===== config.mk =====
export PLATFORM = sky130hd
export DESIGN_NAME = rtdr_readout
export DESIGN_NICKNAME = d
export VERILOG_FILES = /design/src/verilog/rtdr_pkg.sv /design/src/verilog/rtdr_filter.sv /design/src/verilog/rtdr_readout.sv
export VERILOG_INCLUDE_DIRS = /design/src /design/src/verilog
export SDC_FILE = /design/constraint.sdc
export NUM_CORES = 1
export LEC_CHECK = 0
export BUFFER_PORTS_ARGS = -buffer_cell sky130_fd_sc_hd__buf_2
export CAP_MARGIN = 20
export CORE_ASPECT_RATIO = 1.4
export CORE_UTILIZATION = 35
export DETAILED_ROUTE_END_ITERATION = 7
export PLACE_DENSITY_LB_ADDON = 0.1
export RECOVER_POWER = 25
export SLEW_MARGIN = 40
export SYNTH_ARGS = -nofsm -noshare
export SYNTH_HDL_FRONTEND = slang
export SYNTH_SLANG_ARGS = --single-unit

===== constraint.sdc =====
create_clock -name clock -period 16.7 [get_ports clock]
set_clock_uncertainty 0.1 [all_clocks]
set_input_delay 3.34 -clock clock [delete_from_list [all_inputs] [get_ports clock]]
set_output_delay 3.34 -clock clock [all_outputs]
set_load 0.05 [all_outputs]

===== src/verilog/rtdr_defs.svh =====
// How it works
// - status word then eight channel readings
// - status word holds break and limit flags
// - flag readings above or below limits
// - break sets flag, holds last reading
// - error lamp on break of enabled channel
// - disable bit masks error lamp, status keeps last break flag
// - channels enabled unless their disable bit is set, reset has no effect
// - speed switch picks 50ms or 100ms period
// - scale switch picks Celsius or Fahrenheit
// - format switch picks raw or signed scaled
// - raw spans 0-7500 C, 0-13500 F
// - scaled equals temperature times ten
// - raw Celsius zero at -150 degrees
// - raw Fahrenheit zero at -238 degrees
// - twenty samples filtered per channel scan
// - conversion result has fifteen bit resolution
// - one type and range for all channels
// - configuration error blinks activity lamp slowly
`ifndef RTDR_DEFS_SVH
`define RTDR_DEFS_SVH
`define RTDR_CLK_HZ          200000000
`define RTDR_PERIOD_FAST_MS  50
`define RTDR_PERIOD_SLOW_MS  100
`define RTDR_SAMPLES         20
`define RTDR_RAW_C_OFFSET    1500
`define RTDR_RAW_F_OFFSET    2380
`define RTDR_RAW_C_MAX       7500
`define RTDR_RAW_F_MAX       13500
`define RTDR_STAT_BREAK_LSB  0
`define RTDR_STAT_LOW_LSB    8
`define RTDR_BLINK_MS        500
`endif


===== src/verilog/rtdr_pkg.sv =====
`default_nettype none
package rtdr_pkg;
    typedef enum logic [1:0]
    {
        RTDR_IDLE   = 2'b00,
        RTDR_SAMPLE = 2'b01,
        RTDR_STORE  = 2'b10
    } rtdr_state_t;
endpackage : rtdr_pkg
`default_nettype wire


===== src/verilog/rtdr_filter.sv =====
`include "rtdr_defs.svh"
`default_nettype none
// averages a burst of samples for one channel
module rtdr_filter #(
    parameter int SAMPLES = `RTDR_SAMPLES,
    parameter int WIDTH   = 15
) (
    input  wire logic             clock,
    input  wire logic             reset_n,
    input  wire logic             clear,
    input  wire logic             sample_valid,
    input  wire logic [WIDTH-1:0] sample_in,
    output logic      [WIDTH-1:0] average
);
    logic [WIDTH+5:0] sum_reg;
    logic [WIDTH+5:0] sum_next;
    assign sum_next = clear ? '0 : (sample_valid ? sum_reg + (WIDTH+6)'(sample_in) : sum_reg);
    assign average  = WIDTH'(sum_reg / (WIDTH+6)'(SAMPLES));
    always_ff @(posedge clock or negedge reset_n)
    begin
        if (!reset_n)
            sum_reg <= '0;
        else
            sum_reg <= sum_next;
    end
endmodule : rtdr_filter
`default_nettype wire


===== src/verilog/rtdr_readout.sv =====
`include "rtdr_defs.svh"
`default_nettype none
// eight channel sensor readout: one scan per conversion period
module rtdr_readout #(
    parameter int CHANNELS  = 8,
    parameter int WIDTH     = 15,
    parameter int SAMPLES   = `RTDR_SAMPLES,
    parameter int CLK_HZ    = `RTDR_CLK_HZ,
    parameter int FAST_CYC  = CLK_HZ / 1000 * `RTDR_PERIOD_FAST_MS,
    parameter int SLOW_CYC  = CLK_HZ / 1000 * `RTDR_PERIOD_SLOW_MS,
    parameter int BLINK_CYC = CLK_HZ / 1000 * `RTDR_BLINK_MS
) (
    input  wire logic                  clock,
    input  wire logic                  reset_n,
    input  wire logic                  speed_select_switch,
    input  wire logic                  scale_select_switch,
    input  wire logic                  format_select_switch,
    input  wire logic [CHANNELS-1:0]   conversion_disable,
    input  wire logic [CHANNELS-1:0]   low_limit_enable,
    input  wire logic [CHANNELS-1:0]   high_limit_enable,
    input  wire logic [CHANNELS*16-1:0] low_limit_value,
    input  wire logic [CHANNELS*16-1:0] high_limit_value,
    input  wire logic                  configuration_error,
    input  wire logic [WIDTH-1:0]      sample_data,
    input  wire logic [CHANNELS-1:0]   sensor_break,
    output logic                       sample_request,
    output logic [2:0]                 sample_channel,
    output logic [15:0]                status_word,
    output logic [CHANNELS*16-1:0]     channel_reading,
    output logic                       scan_done,
    output logic                       error_indicator,
    output logic                       activity_indicator
);
    logic [31:0]               timer_reg;
    logic [2:0]                chan_reg;
    logic [4:0]                count_reg;
    logic [31:0]               blink_reg;
    logic                      blink_reg_q;
    logic [CHANNELS-1:0]       break_reg;
    logic [CHANNELS-1:0]       low_reg;
    logic [CHANNELS-1:0]       high_reg;
    logic [CHANNELS*16-1:0]    reading_reg;
    rtdr_pkg::rtdr_state_t     state_reg;
    rtdr_pkg::rtdr_state_t     state_next;
    logic [31:0]               period_cyc;
    logic                      period_hit;
    logic                      last_sample;
    logic                      chan_live;
    logic                      do_store;
    logic [WIDTH-1:0]          avg;
    logic [16:0]               tenths_c;
    logic [16:0]               tenths;
    logic [16:0]               raw_val;
    logic signed [16:0]        scaled_val;
    logic [15:0]               out_val;
    logic signed [15:0]        lo_lim;
    logic signed [15:0]        hi_lim;
    logic                      is_low;
    logic                      is_high;

    // period by speed switch
    assign period_cyc  = speed_select_switch ? 32'(SLOW_CYC) : 32'(FAST_CYC);
    assign period_hit  = timer_reg >= period_cyc - 32'd1;
    assign last_sample = count_reg == 5'(SAMPLES - 1);
    assign chan_live   = !conversion_disable[chan_reg];
    assign do_store    = state_reg == rtdr_pkg::RTDR_STORE;

    always_comb
    begin
        case (state_reg)
            rtdr_pkg::RTDR_IDLE:
                state_next = period_hit ? rtdr_pkg::RTDR_SAMPLE : rtdr_pkg::RTDR_IDLE;
            rtdr_pkg::RTDR_SAMPLE:
                state_next = last_sample ? rtdr_pkg::RTDR_STORE : rtdr_pkg::RTDR_SAMPLE;
            rtdr_pkg::RTDR_STORE:
                state_next = (chan_reg == 3'(CHANNELS - 1)) ? rtdr_pkg::RTDR_IDLE
                                                            : rtdr_pkg::RTDR_SAMPLE;
            default:
                state_next = rtdr_pkg::RTDR_IDLE;
        endcase
    end

    // sensor sample: tenths of a degree C above -150 (0..7500), 15 bit
    rtdr_filter #(
        .SAMPLES (SAMPLES),
        .WIDTH   (WIDTH)
    ) u_filter (
        .clock        (clock),
        .reset_n      (reset_n),
        .clear        (do_store),
        .sample_valid (state_reg == rtdr_pkg::RTDR_SAMPLE),
        .sample_in    (sample_data),
        .average      (avg)
    );

    // Fahrenheit counts: C counts * 9 / 5, both zero at the range bottom
    assign tenths_c = 17'(avg);
    assign tenths   = scale_select_switch ? 17'((19'(tenths_c) * 19'd9) / 19'd5)
                                          : tenths_c;
    assign raw_val  = scale_select_switch
                      ? ((tenths > 17'(`RTDR_RAW_F_MAX)) ? 17'(`RTDR_RAW_F_MAX) : tenths)
                      : ((tenths > 17'(`RTDR_RAW_C_MAX)) ? 17'(`RTDR_RAW_C_MAX) : tenths);
    // scaled = raw minus offset: tenths of a degree
    assign scaled_val = $signed(raw_val) - (scale_select_switch
                        ? $signed(17'(`RTDR_RAW_F_OFFSET))
                        : $signed(17'(`RTDR_RAW_C_OFFSET)));
    assign out_val  = format_select_switch ? 16'(scaled_val) : 16'(raw_val);
    assign lo_lim   = $signed(low_limit_value[chan_reg*16 +: 16]);
    assign hi_lim   = $signed(high_limit_value[chan_reg*16 +: 16]);
    assign is_low   = low_limit_enable[chan_reg] &&
                      (format_select_switch ? ($signed(out_val) < lo_lim)
                                            : (out_val < 16'(lo_lim)));
    assign is_high  = high_limit_enable[chan_reg] &&
                      (format_select_switch ? ($signed(out_val) > hi_lim)
                                            : (out_val > 16'(hi_lim)));

    always_ff @(posedge clock or negedge reset_n)
    begin
        if (!reset_n)
        begin
            state_reg <= rtdr_pkg::RTDR_IDLE;
            timer_reg <= '0;
            chan_reg  <= '0;
            count_reg <= '0;
        end
        else
        begin
            state_reg <= state_next;
            timer_reg <= (state_reg != rtdr_pkg::RTDR_IDLE || period_hit) ? 32'd0
                                                                         : timer_reg + 32'd1;
            count_reg <= (state_reg == rtdr_pkg::RTDR_SAMPLE && !last_sample)
                         ? count_reg + 5'd1 : 5'd0;
            if (do_store)
                chan_reg <= (chan_reg == 3'(CHANNELS - 1)) ? 3'd0 : chan_reg + 3'd1;
        end
    end

    // per channel result and flags
    always_ff @(posedge clock or negedge reset_n)
    begin
        if (!reset_n)
        begin
            break_reg   <= '0;
            low_reg     <= '0;
            high_reg    <= '0;
            reading_reg <= '0;
        end
        else if (do_store && chan_live)
        begin
            break_reg[chan_reg] <= sensor_break[chan_reg];
            low_reg[chan_reg]   <= is_low;
            high_reg[chan_reg]  <= is_high;
            if (!sensor_break[chan_reg])
                reading_reg[chan_reg*16 +: 16] <= out_val;
        end
    end

    // published outputs: status and readings refreshed when the period timer expires, as the next scan starts
    always_ff @(posedge clock or negedge reset_n)
    begin
        if (!reset_n)
        begin
            status_word     <= '0;
            channel_reading <= '0;
            scan_done       <= 1'b0;
            error_indicator <= 1'b0;
            sample_request  <= 1'b0;
            sample_channel  <= '0;
        end
        else
        begin
            scan_done      <= state_reg == rtdr_pkg::RTDR_IDLE && period_hit;
            sample_request <= state_next == rtdr_pkg::RTDR_SAMPLE;
            sample_channel <= (state_reg == rtdr_pkg::RTDR_STORE) ? chan_reg + 3'd1 : chan_reg;
            if (state_reg == rtdr_pkg::RTDR_IDLE && period_hit)
            begin
                status_word     <= {low_reg | high_reg, break_reg};
                channel_reading <= reading_reg;
            end
            error_indicator <= |(break_reg & ~conversion_disable);
        end
    end

    // slow blink on configuration error, steady on otherwise
    always_ff @(posedge clock or negedge reset_n)
    begin
        if (!reset_n)
        begin
            blink_reg          <= '0;
            blink_reg_q        <= 1'b0;
            activity_indicator <= 1'b0;
        end
        else
        begin
            blink_reg <= (blink_reg >= 32'(BLINK_CYC - 1)) ? 32'd0 : blink_reg + 32'd1;
            if (blink_reg >= 32'(BLINK_CYC - 1))
                blink_reg_q <= !blink_reg_q;
            activity_indicator <= configuration_error ? blink_reg_q : 1'b1;
        end
    end
endmodule : rtdr_readout
`default_nettype wire


After elaboration in Yosys (flattened, before gate mapping) --
Cells that the tools add are included.
Operators by class: $mul 1, shifts and indexed selects 4, $lt $le $gt $ge 10, equality and inequality tests 5, reductions and logical operators 15, div/mod/pow operators 2, bitwise gates (word level) 4, add/sub/neg operators 8, multiplexer cells 35
Operators with widths (number):
- $shiftx 128x8->16 | 2
- $bwmux 128 | 1
- $shift 16x34->128 const A | 1
- $shiftx 16x34->128 | 1
- $add 32x1->32 const B | 2
- $mux 16 | 4
- $mux 32 | 2
- $mux 21 | 2
- $neg 7->34 | 1
- $ge 32x27->1 const B | 1
- $ge 32x32->1 | 1
- $gt 16x16->1 | 2
- $lt 16x16->1 | 2
- $sub 25x1->26 const B | 1
- $mux 25 | 1
- $bwmux 8 | 3
- $add 21x15->21 | 1
- $div 21x5->21 const B | 1
- $div 19x3->19 const B | 1
- $mul 15x4->19 const B | 1
- $gt 17x13->1 const B | 1
- $gt 17x14->1 const B | 1
- $mux 17 | 1
- $sub 16x13->16 | 1
- other kinds (27) | 49
Storage, ports and cells: register bits 399, output and inout port bits 151

Depth between registers and ports, before layout --
Gate-level depths: netlist of run 1.
word-level depth 13, mapped depth 96, mapped depth without buffers 87

Cells and area by module --
Synthesis of run 1 repeated with hierarchy kept, for this count alone.
Second synthesis, totals: cell total of the unflattened synthesis 2768, area total of the unflattened synthesis 26207.6 um^2
Modules (own cells, without submodules):
- rtdr_readout | area an instance 22353.9 um^2, instances 1, seq. area each 9459.1 um^2, cells an instance 2262
- rtdr_filter | area an instance 3853.7 um^2, instances 1, seq. area each 525.5 um^2, cells an instance 506

Least setup slack after synthesis of run 1 --
OpenSTA, ideal clock, no wires.
path type reg2reg, start reg u_filter.sum_reg[18], end reg high_reg[0], arrival time 17.558 ns, buffers on the path 8, slack -1.026 ns, period minus slack after synthesis 17.726 ns, cell stages (with the launch flop) 88, data required time 16.532 ns, path through dfrtp_1 buf_4 buf_4 buf_2 or3b_1 a21oi_1 o32a_1 or2_1 o211a_1 a211o_1 nor2_2 a22oi_1 o211a_1 buf_2 maj3_2 o211ai_2 inv_2 xnor2_2 [... 52 more ...] a31oi_1 ha_1 a21oi_1 o21ai_1 a41oi_2 o21ai_0 xor2_1 a21oi_1 inv_1 ha_1 a21o_1 a211oi_1 nor2_1 a311oi_1 xnor2_1 nor2_1 a311oi_1 mux2_2
On the way: word-level cells in the longest chain between the ends 13, elaborated cells between the ends (all ways) 16, those cells by class add/sub (1); mul (1); div (2); order compare (4); mux (7); reduce/logical (1)
RTL lines:
- start: declaration | RTL line rtdr_filter.sv:15 | logic [WIDTH+5:0] sum_reg;
- start signal: assignment | RTL line rtdr_filter.sv:24 | sum_reg <= sum_next;
- $div 21x5->21 * | RTL line rtdr_filter.sv:18 | assign average = WIDTH'(sum_reg / (WIDTH+6)'(SAMPLES));
- $mul 15x4->19 | RTL line rtdr_readout.sv:98 | assign tenths = scale_select_switch ? 17'((19'(tenths_c) * 19'd9) / 19'd5)
- $div 19x3->19 | RTL line rtdr_readout.sv:98
- $mux 17 * | RTL line rtdr_readout.sv:98
- $gt 17x13->1 or $gt 17x14->1 (tied branches) | RTL line rtdr_readout.sv:102, rtdr_readout.sv:101
- $mux 16, on equally long branches | RTL line rtdr_readout.sv:102, rtdr_readout.sv:101
- $mux 16 * | RTL line rtdr_readout.sv:100 | assign raw_val = scale_select_switch
- $sub 16x13->16 | RTL line rtdr_readout.sv:104 | assign scaled_val = $signed(raw_val) - (scale_select_switch
- $mux 16 * | RTL line rtdr_readout.sv:107 | assign out_val = format_select_switch ? 16'(scaled_val) : 16'(raw_val);
- $gt 16x16->1, on equally long branches | RTL line rtdr_readout.sv:115, rtdr_readout.sv:114
- $mux 1 * | RTL line rtdr_readout.sv:114 | (format_select_switch ? ($signed(out_val) > hi_lim)
- $logic_and 1x1->1 * | RTL line rtdr_readout.sv:113 | assign is_high = high_limit_enable[chan_reg] &&
- $bwmux 8 * | RTL line rtdr_readout.sv:152 | high_reg[chan_reg] <= is_high;
- end signal: indexed assignment | RTL line rtdr_readout.sv:152
- end: declaration | RTL line rtdr_readout.sv:41 | logic [CHANNELS-1:0] high_reg;
Every way passes the cells marked *; elsewhere a longest branch is shown, timed or not. A chain may end at the register's enable or synchronous reset.

Final worst setup path of run 1 --
start reg u_filter.sum_reg[19], end reg high_reg[6]
The elaborated chain is that of the path after synthesis.

==> results of run 1 <==
[cells in the mapped netlist (all sizes together) (16+ instances only)]
library cell	instances
a211oi	32
a21o	27
a21oi	105
a221oi	19
a22oi	71
a311oi	16
a31oi	32
and2	20
and3	31
buf	48
clkbuf	133
dfrtp	399
ha	104
inv	81
mux2	36
mux2i	24
nand2	708
nand2b	22
nand3	85
nand4	39
nor2	212
nor2b	20
nor3	72
nor4	32
o211ai	23
o21a	25
o21ai	238
o22ai	90
o31ai	16
xnor2	66
xor2	46
[final timing paths]
kind	startpoint	to	slack, ps	cells after the start
max	u_filter.sum_reg[19]	high_reg[6]	-710	89
min	reading_reg[72]	channel_reading[72]	360	2
max reg2reg	u_filter.sum_reg[19]	high_reg[6]	-710	89
min reg2reg	reading_reg[72]	channel_reading[72]	360	2
max in group asynchronous	reset_n	reading_reg[74]	2830	3
min in group asynchronous	reset_n	timer_reg[21]	4340	1
[worst min-delay path: stages, from the launching register on]
cell and delay, ps:
dfrtp_1 340, nand2_1 50, nand2_1 50
[cell usage in the layout, fill, tap and decap left out, drive strengths merged, types with 14 or more instances in the layout]
master	synthesis	layout
o211ai	23	23
a31oi	32	32
nor4	32	32
a21oi	105	105
xnor2	66	67
buf	48	1024
or4	15	15
nor2b	20	20
ha	104	104
o211a	14	14
inv	81	84
a211oi	32	32
and3	31	31
and4	15	15
a311oi	16	16
a21o	27	27
nand4	39	39
a221oi	19	19
nand3	85	85
nand2b	22	22
o21a	25	25
clkinv	9	14
o311ai	15	15
a22oi	71	71
dfrtp	399	399
xor2	46	46
nor2	212	212
and2	20	20
mux2i	24	24
o31ai	16	16
nor3	72	72
clkbuf	133	66
o22ai	90	90
mux2	36	36
o21ai	238	238
nand2	708	708
[per-stage QoR]
step | hold slack [ps] | setup WS [ps] | setup TNS [ps] | instance area, µm²
floorplan | 333 | -56.9 | -445 | 26800
global placement | 343 | -1050 | -16090 | 33200
detailed placement | 346 | -1270 | -19930 | 33300
CTS | 361 | -565 | -8230 | 35900
global route | 378 | -1530 | -31300 | 36700
finish | 358 | -705 | -10670 | 36700
[kinds of logic (layout without fill, tap and decap cells)]
group           after synthesis  after routing  share of synthesized area, %
mux                          60             60                          2.51
other cells                   1             15                        0.0141
buf+inv                     271           1201                          4.32
simple gates               1330           1330                          22.9
flops                       399            399                          37.7
compound gates              880            880                          23.4
xor+xnor                    112            113                          3.96
fa+ha+maj                   110            110                          5.22
[what timing repair did]
| action | CTS | global route |
|---|---|---|
| resized for setup | 140 | 114 |
| pin swaps | 100 | 84 |
| buffers inserted | 61 | 31 |
| setup endpoints to repair | 31 | 95 |
| cloned | 2 | 1 |
[per-layer routing]
layer	part of all wire [%]	wire length [µm]	up-vias
li1	-	-	13331
met1	43	46300	13406
met2	47	51000	870
met3	7.1	7660	196
met4	3.3	3550	26
met5	0.14	155	-
[layout make-up]
class	instances	area share, %
inverter	90	0.940
clock buffer	57	3.29
sequential	399	27.2
tap	968	3.30
multi-input combinational	2504	46.0
antenna	4	0.0273
timing repair buffer	1034	18.5
clock inverter	20	0.763
==> impl_metrics.yaml, run 1 <==
global_route:
  grt_max_degree: 97
  top_usage_layer: "met2"
  grt_use_total_pct: 27.5
  grt_pass1_wl_mm: 163
  grtUsageMet3_pct: 5.47
  antenna_found_initial: 18
  grt-ovfl-total: 0
  gr-usage-met1_pct: 36.5
  grt_pass1_vias: 27043
  use_met2_pct: 44.8
yosys:
  yosysWarnings: 0
  synth_enable_flop_cells: 0
  netlist_area_um2: 26500
  ys_ff_latch: 399
  yosysTopAreaCellShare_pct: 37.7
  synthCells: 3163
  synth_top_area_cell: "dfrtp_1"
  ys.flop_type: "dfrtp_1"
  synth.distinct_cells: 134
  synth_area_leaders: "dfrtp_1 (38%), nand2_1 (10%), ha_1 (4.9%)"
  seq_area_frac_synth_pct: 37.7
  synthArstFlopShare_pct: 100
  avgSynthCellArea_um2: 8.38
drt:
  drtPass1Iterations: 5
  vias_per_cell: 5.48
  drc: 0
  drt_iter0_markers: 1883
  postRouteAntennaNets: 0
  routed_wl_mm: 109
  num_vias: 27829
  wl_per_cell_um: 21.4
timing:
  drv_slew: 279
  period_share_pct: 104
  min_period_ps: 17410
  setup_viol: 16
  rsz0062_at_grt: "yes"
  hold_viol: 0
  fmax_ghz: 0.0575
  worst_pin_slew_ps: 5020
  setup_ws_ps: -705
  slew_headroom_pct: -234
critical_path:
  slowest_delay_ps: 570
  critPathTopFamily: "compound AO/OA/AOI/OAI gates"
  arrival_ps: 17790
  crit_top_cell: "buf_4"
  required_ps: 17080
  path_buf_inv: 19
  cp_slowest_cell: "or4_4"
  crit_path_max_fanout: 8
  critPathKind: "flip-flop to flip-flop"
  critPathCaptureType: "flip-flop"
  worstSetupStartpointType: "flip-flop"
layout:
  area_growth_pct: 38.5
  multi_input_area_um2: 16900
  drive_gt1_share_pct: 35.1
  regArea_um2: 9990
  stdcell_count: 5076
  nets: 4487
  final_util_pct: 48.9
  nFillCells: 7437
die:
  die_h_um: 328
  die-area_um2: 76800
  initial_core_util_pct: 35.3
  ios: 460
  fp-row-count: 119
  core_area_um2: 75000
  die_x_um: 235
hold_path:
  hold_class: "flip-flop to flip-flop"
clock_tree:
  path_clk_slew_ps: 60
  cts_max_level: 2
  cts_buffers: 43
  clk_latency_ps: 610
  clk_path_buf_depth: 3
  hold_buffers: 0
  cts_sinks: 399
  cts_tree: "built"
  cts_root_buffer: "clkbuf_16"
placement:
  port-buffer-count: 459
  place.gp.congestion: 0.938
  dp_cells: 4904
  dp_hpwl_mm: 82.6
status:
  violations: "max-capacitance violations, max-slew violations, negative setup slack"
  status: "finished with violations"
job:
  maxCapViolCount: 4
Power of run 1 is left out: the tool's default activity adds up to more than one toggle a clock period on the data nets, which glitch-free logic cannot reach.
==> inputs of run 2 (changes only) <==
- CELL_PAD_IN_SITES_DETAIL_PLACEMENT: not set -> 0
- CELL_PAD_IN_SITES_GLOBAL_PLACEMENT: not set -> 1
==> impl_metrics.yaml, run 2 (synthesized netlist as in run 1, its figures left out) <==
clock_tree:
  cts_root_buffer: "clkbuf_16"
  clk_latency_ps: 590
  cts_tree: "built"
  cts_buffers: 43
  clk_path_buf_depth: 3
  cts_max_level: 2
  path_clk_slew_ps: 60
  cts_sinks: 399
drt:
  wl_per_cell_um: 22.1
  vias_per_cell: 5.53
  drtPass1Iterations: 5
  drt_iter0_markers: 1623
  routed_wl_mm: 114
  postRouteAntennaNets: 0
  drc: 0
  num_vias: 28530
critical_path:
  cp_slowest_cell: "or4bb_4"
  required_ps: 17070
  slowest_delay_ps: 580
  critPathKind: "flip-flop to flip-flop"
  arrival_ps: 18070
  crit_path_max_fanout: 8
  critPathCaptureType: "flip-flop"
  crit_top_cell: "buf_4"
  worstSetupStartpointType: "flip-flop"
timing:
  finalSetupTns_ps: -21780
  hold_viol: 0
  worst_pin_slew_ps: 3720
  setup_viol: 25
  rsz0062_at_grt: "yes"
  hold_slack_ps: 363
  period_share_pct: 106
  setup_ws_ps: -1000
  slew_headroom_pct: -148
  drv_slew: 204
  min_period_ps: 17700
  fmax_ghz: 0.0565
die:
  die_x_um: 235
  core_area_um2: 75000
  die_h_um: 328
  initial_core_util_pct: 35.3
  fp-row-count: 119
  die-area_um2: 76800
  ios: 460
global_route:
  grt_max_degree: 87
  grt_pass1_vias: 28959
  grt-ovfl-total: 0
  grt_pass1_wl_mm: 171
  grt_use_total_pct: 28.8
  antenna_found_initial: 11
status:
  status: "finished with violations"
  violations: "max-capacitance violations, max-slew violations, negative setup slack"
placement:
  dp_hpwl_mm: 87.0
  place.gp.congestion: 0.931
  dp_cells: 4930
  port-buffer-count: 459
layout:
  final_common_cell: "nand2_1"
  drive_gt1_share_pct: 37.8
  nets: 4573
  final_util_pct: 50.5
  stdcell_count: 5159
  area_growth_pct: 43.1
  layout_common_cells: "nand2_1 (681), buf_4 (573), buf_2 (456)"
hold_path:
  hold_class: "flip-flop to flip-flop"
job:
  maxCapViolCount: 4
[run 2: metal layers]
metal / GRT usage [%] / routed length (µm)
met5: 0 / 92
met4: 12.9 / 5650
met3: 3.65 / 5130
met2: 51.7 / 57900
met1: 33.8 / 45100
[run 2: worst paths after layout]
kind | from | to | slack (ps) | cells past startpoint
max | u_filter.sum_reg[16] | low_reg[1] | -1000 | 88
max reg2reg | u_filter.sum_reg[16] | low_reg[1] | -1000 | 88
max in group asynchronous | reset_n | u_filter.sum_reg[20] | 7590 | 2
min in group asynchronous | reset_n | status_word[1] | 3800 | 1
min | reading_reg[68] | channel_reading[68] | 360 | 2
min reg2reg | reading_reg[68] | channel_reading[68] | 360 | 2
[run 2: final cells by class]
type	count	area [µm²]
Multi-Input combinational cell	2503	17300
Antenna cell	1	2.50
Clock inverter	20	221
Inverter	90	345
Tap cell	968	1210
Timing Repair Buffer	1121	7660
Fill cell	7260	37100
Clock buffer	57	1210
Sequential cell	399	9990
[run 2: through the flow]
step / setup WS [ps] / instance area, µm²
global placement: -1550 / 33400
floorplan: -56.9 / 26800
global route: -1890 / 37900
CTS: -769 / 36300
detailed placement: -1760 / 33500
finish: -1000 / 37900
[run 2: what timing repair did]
action                                  in CTS  in global routing
pin swaps                                  100                135
hold buffers                                 0                  0
buffers inserted                            69                 95
endpoints found under the setup margin      88                 92
resized for setup                          178                236
[run 2: worst max-delay path: cells and delay by family, from the launching register on]
family	cells	cell delay, ps
xor+xnor	2	500
flops	1	470
compound gates	40	8150
fa+ha+maj	7	1680
buf+inv	19	2760
simple gates	18	3240
mux	2	610
Power of run 2 is left out for the same reason.
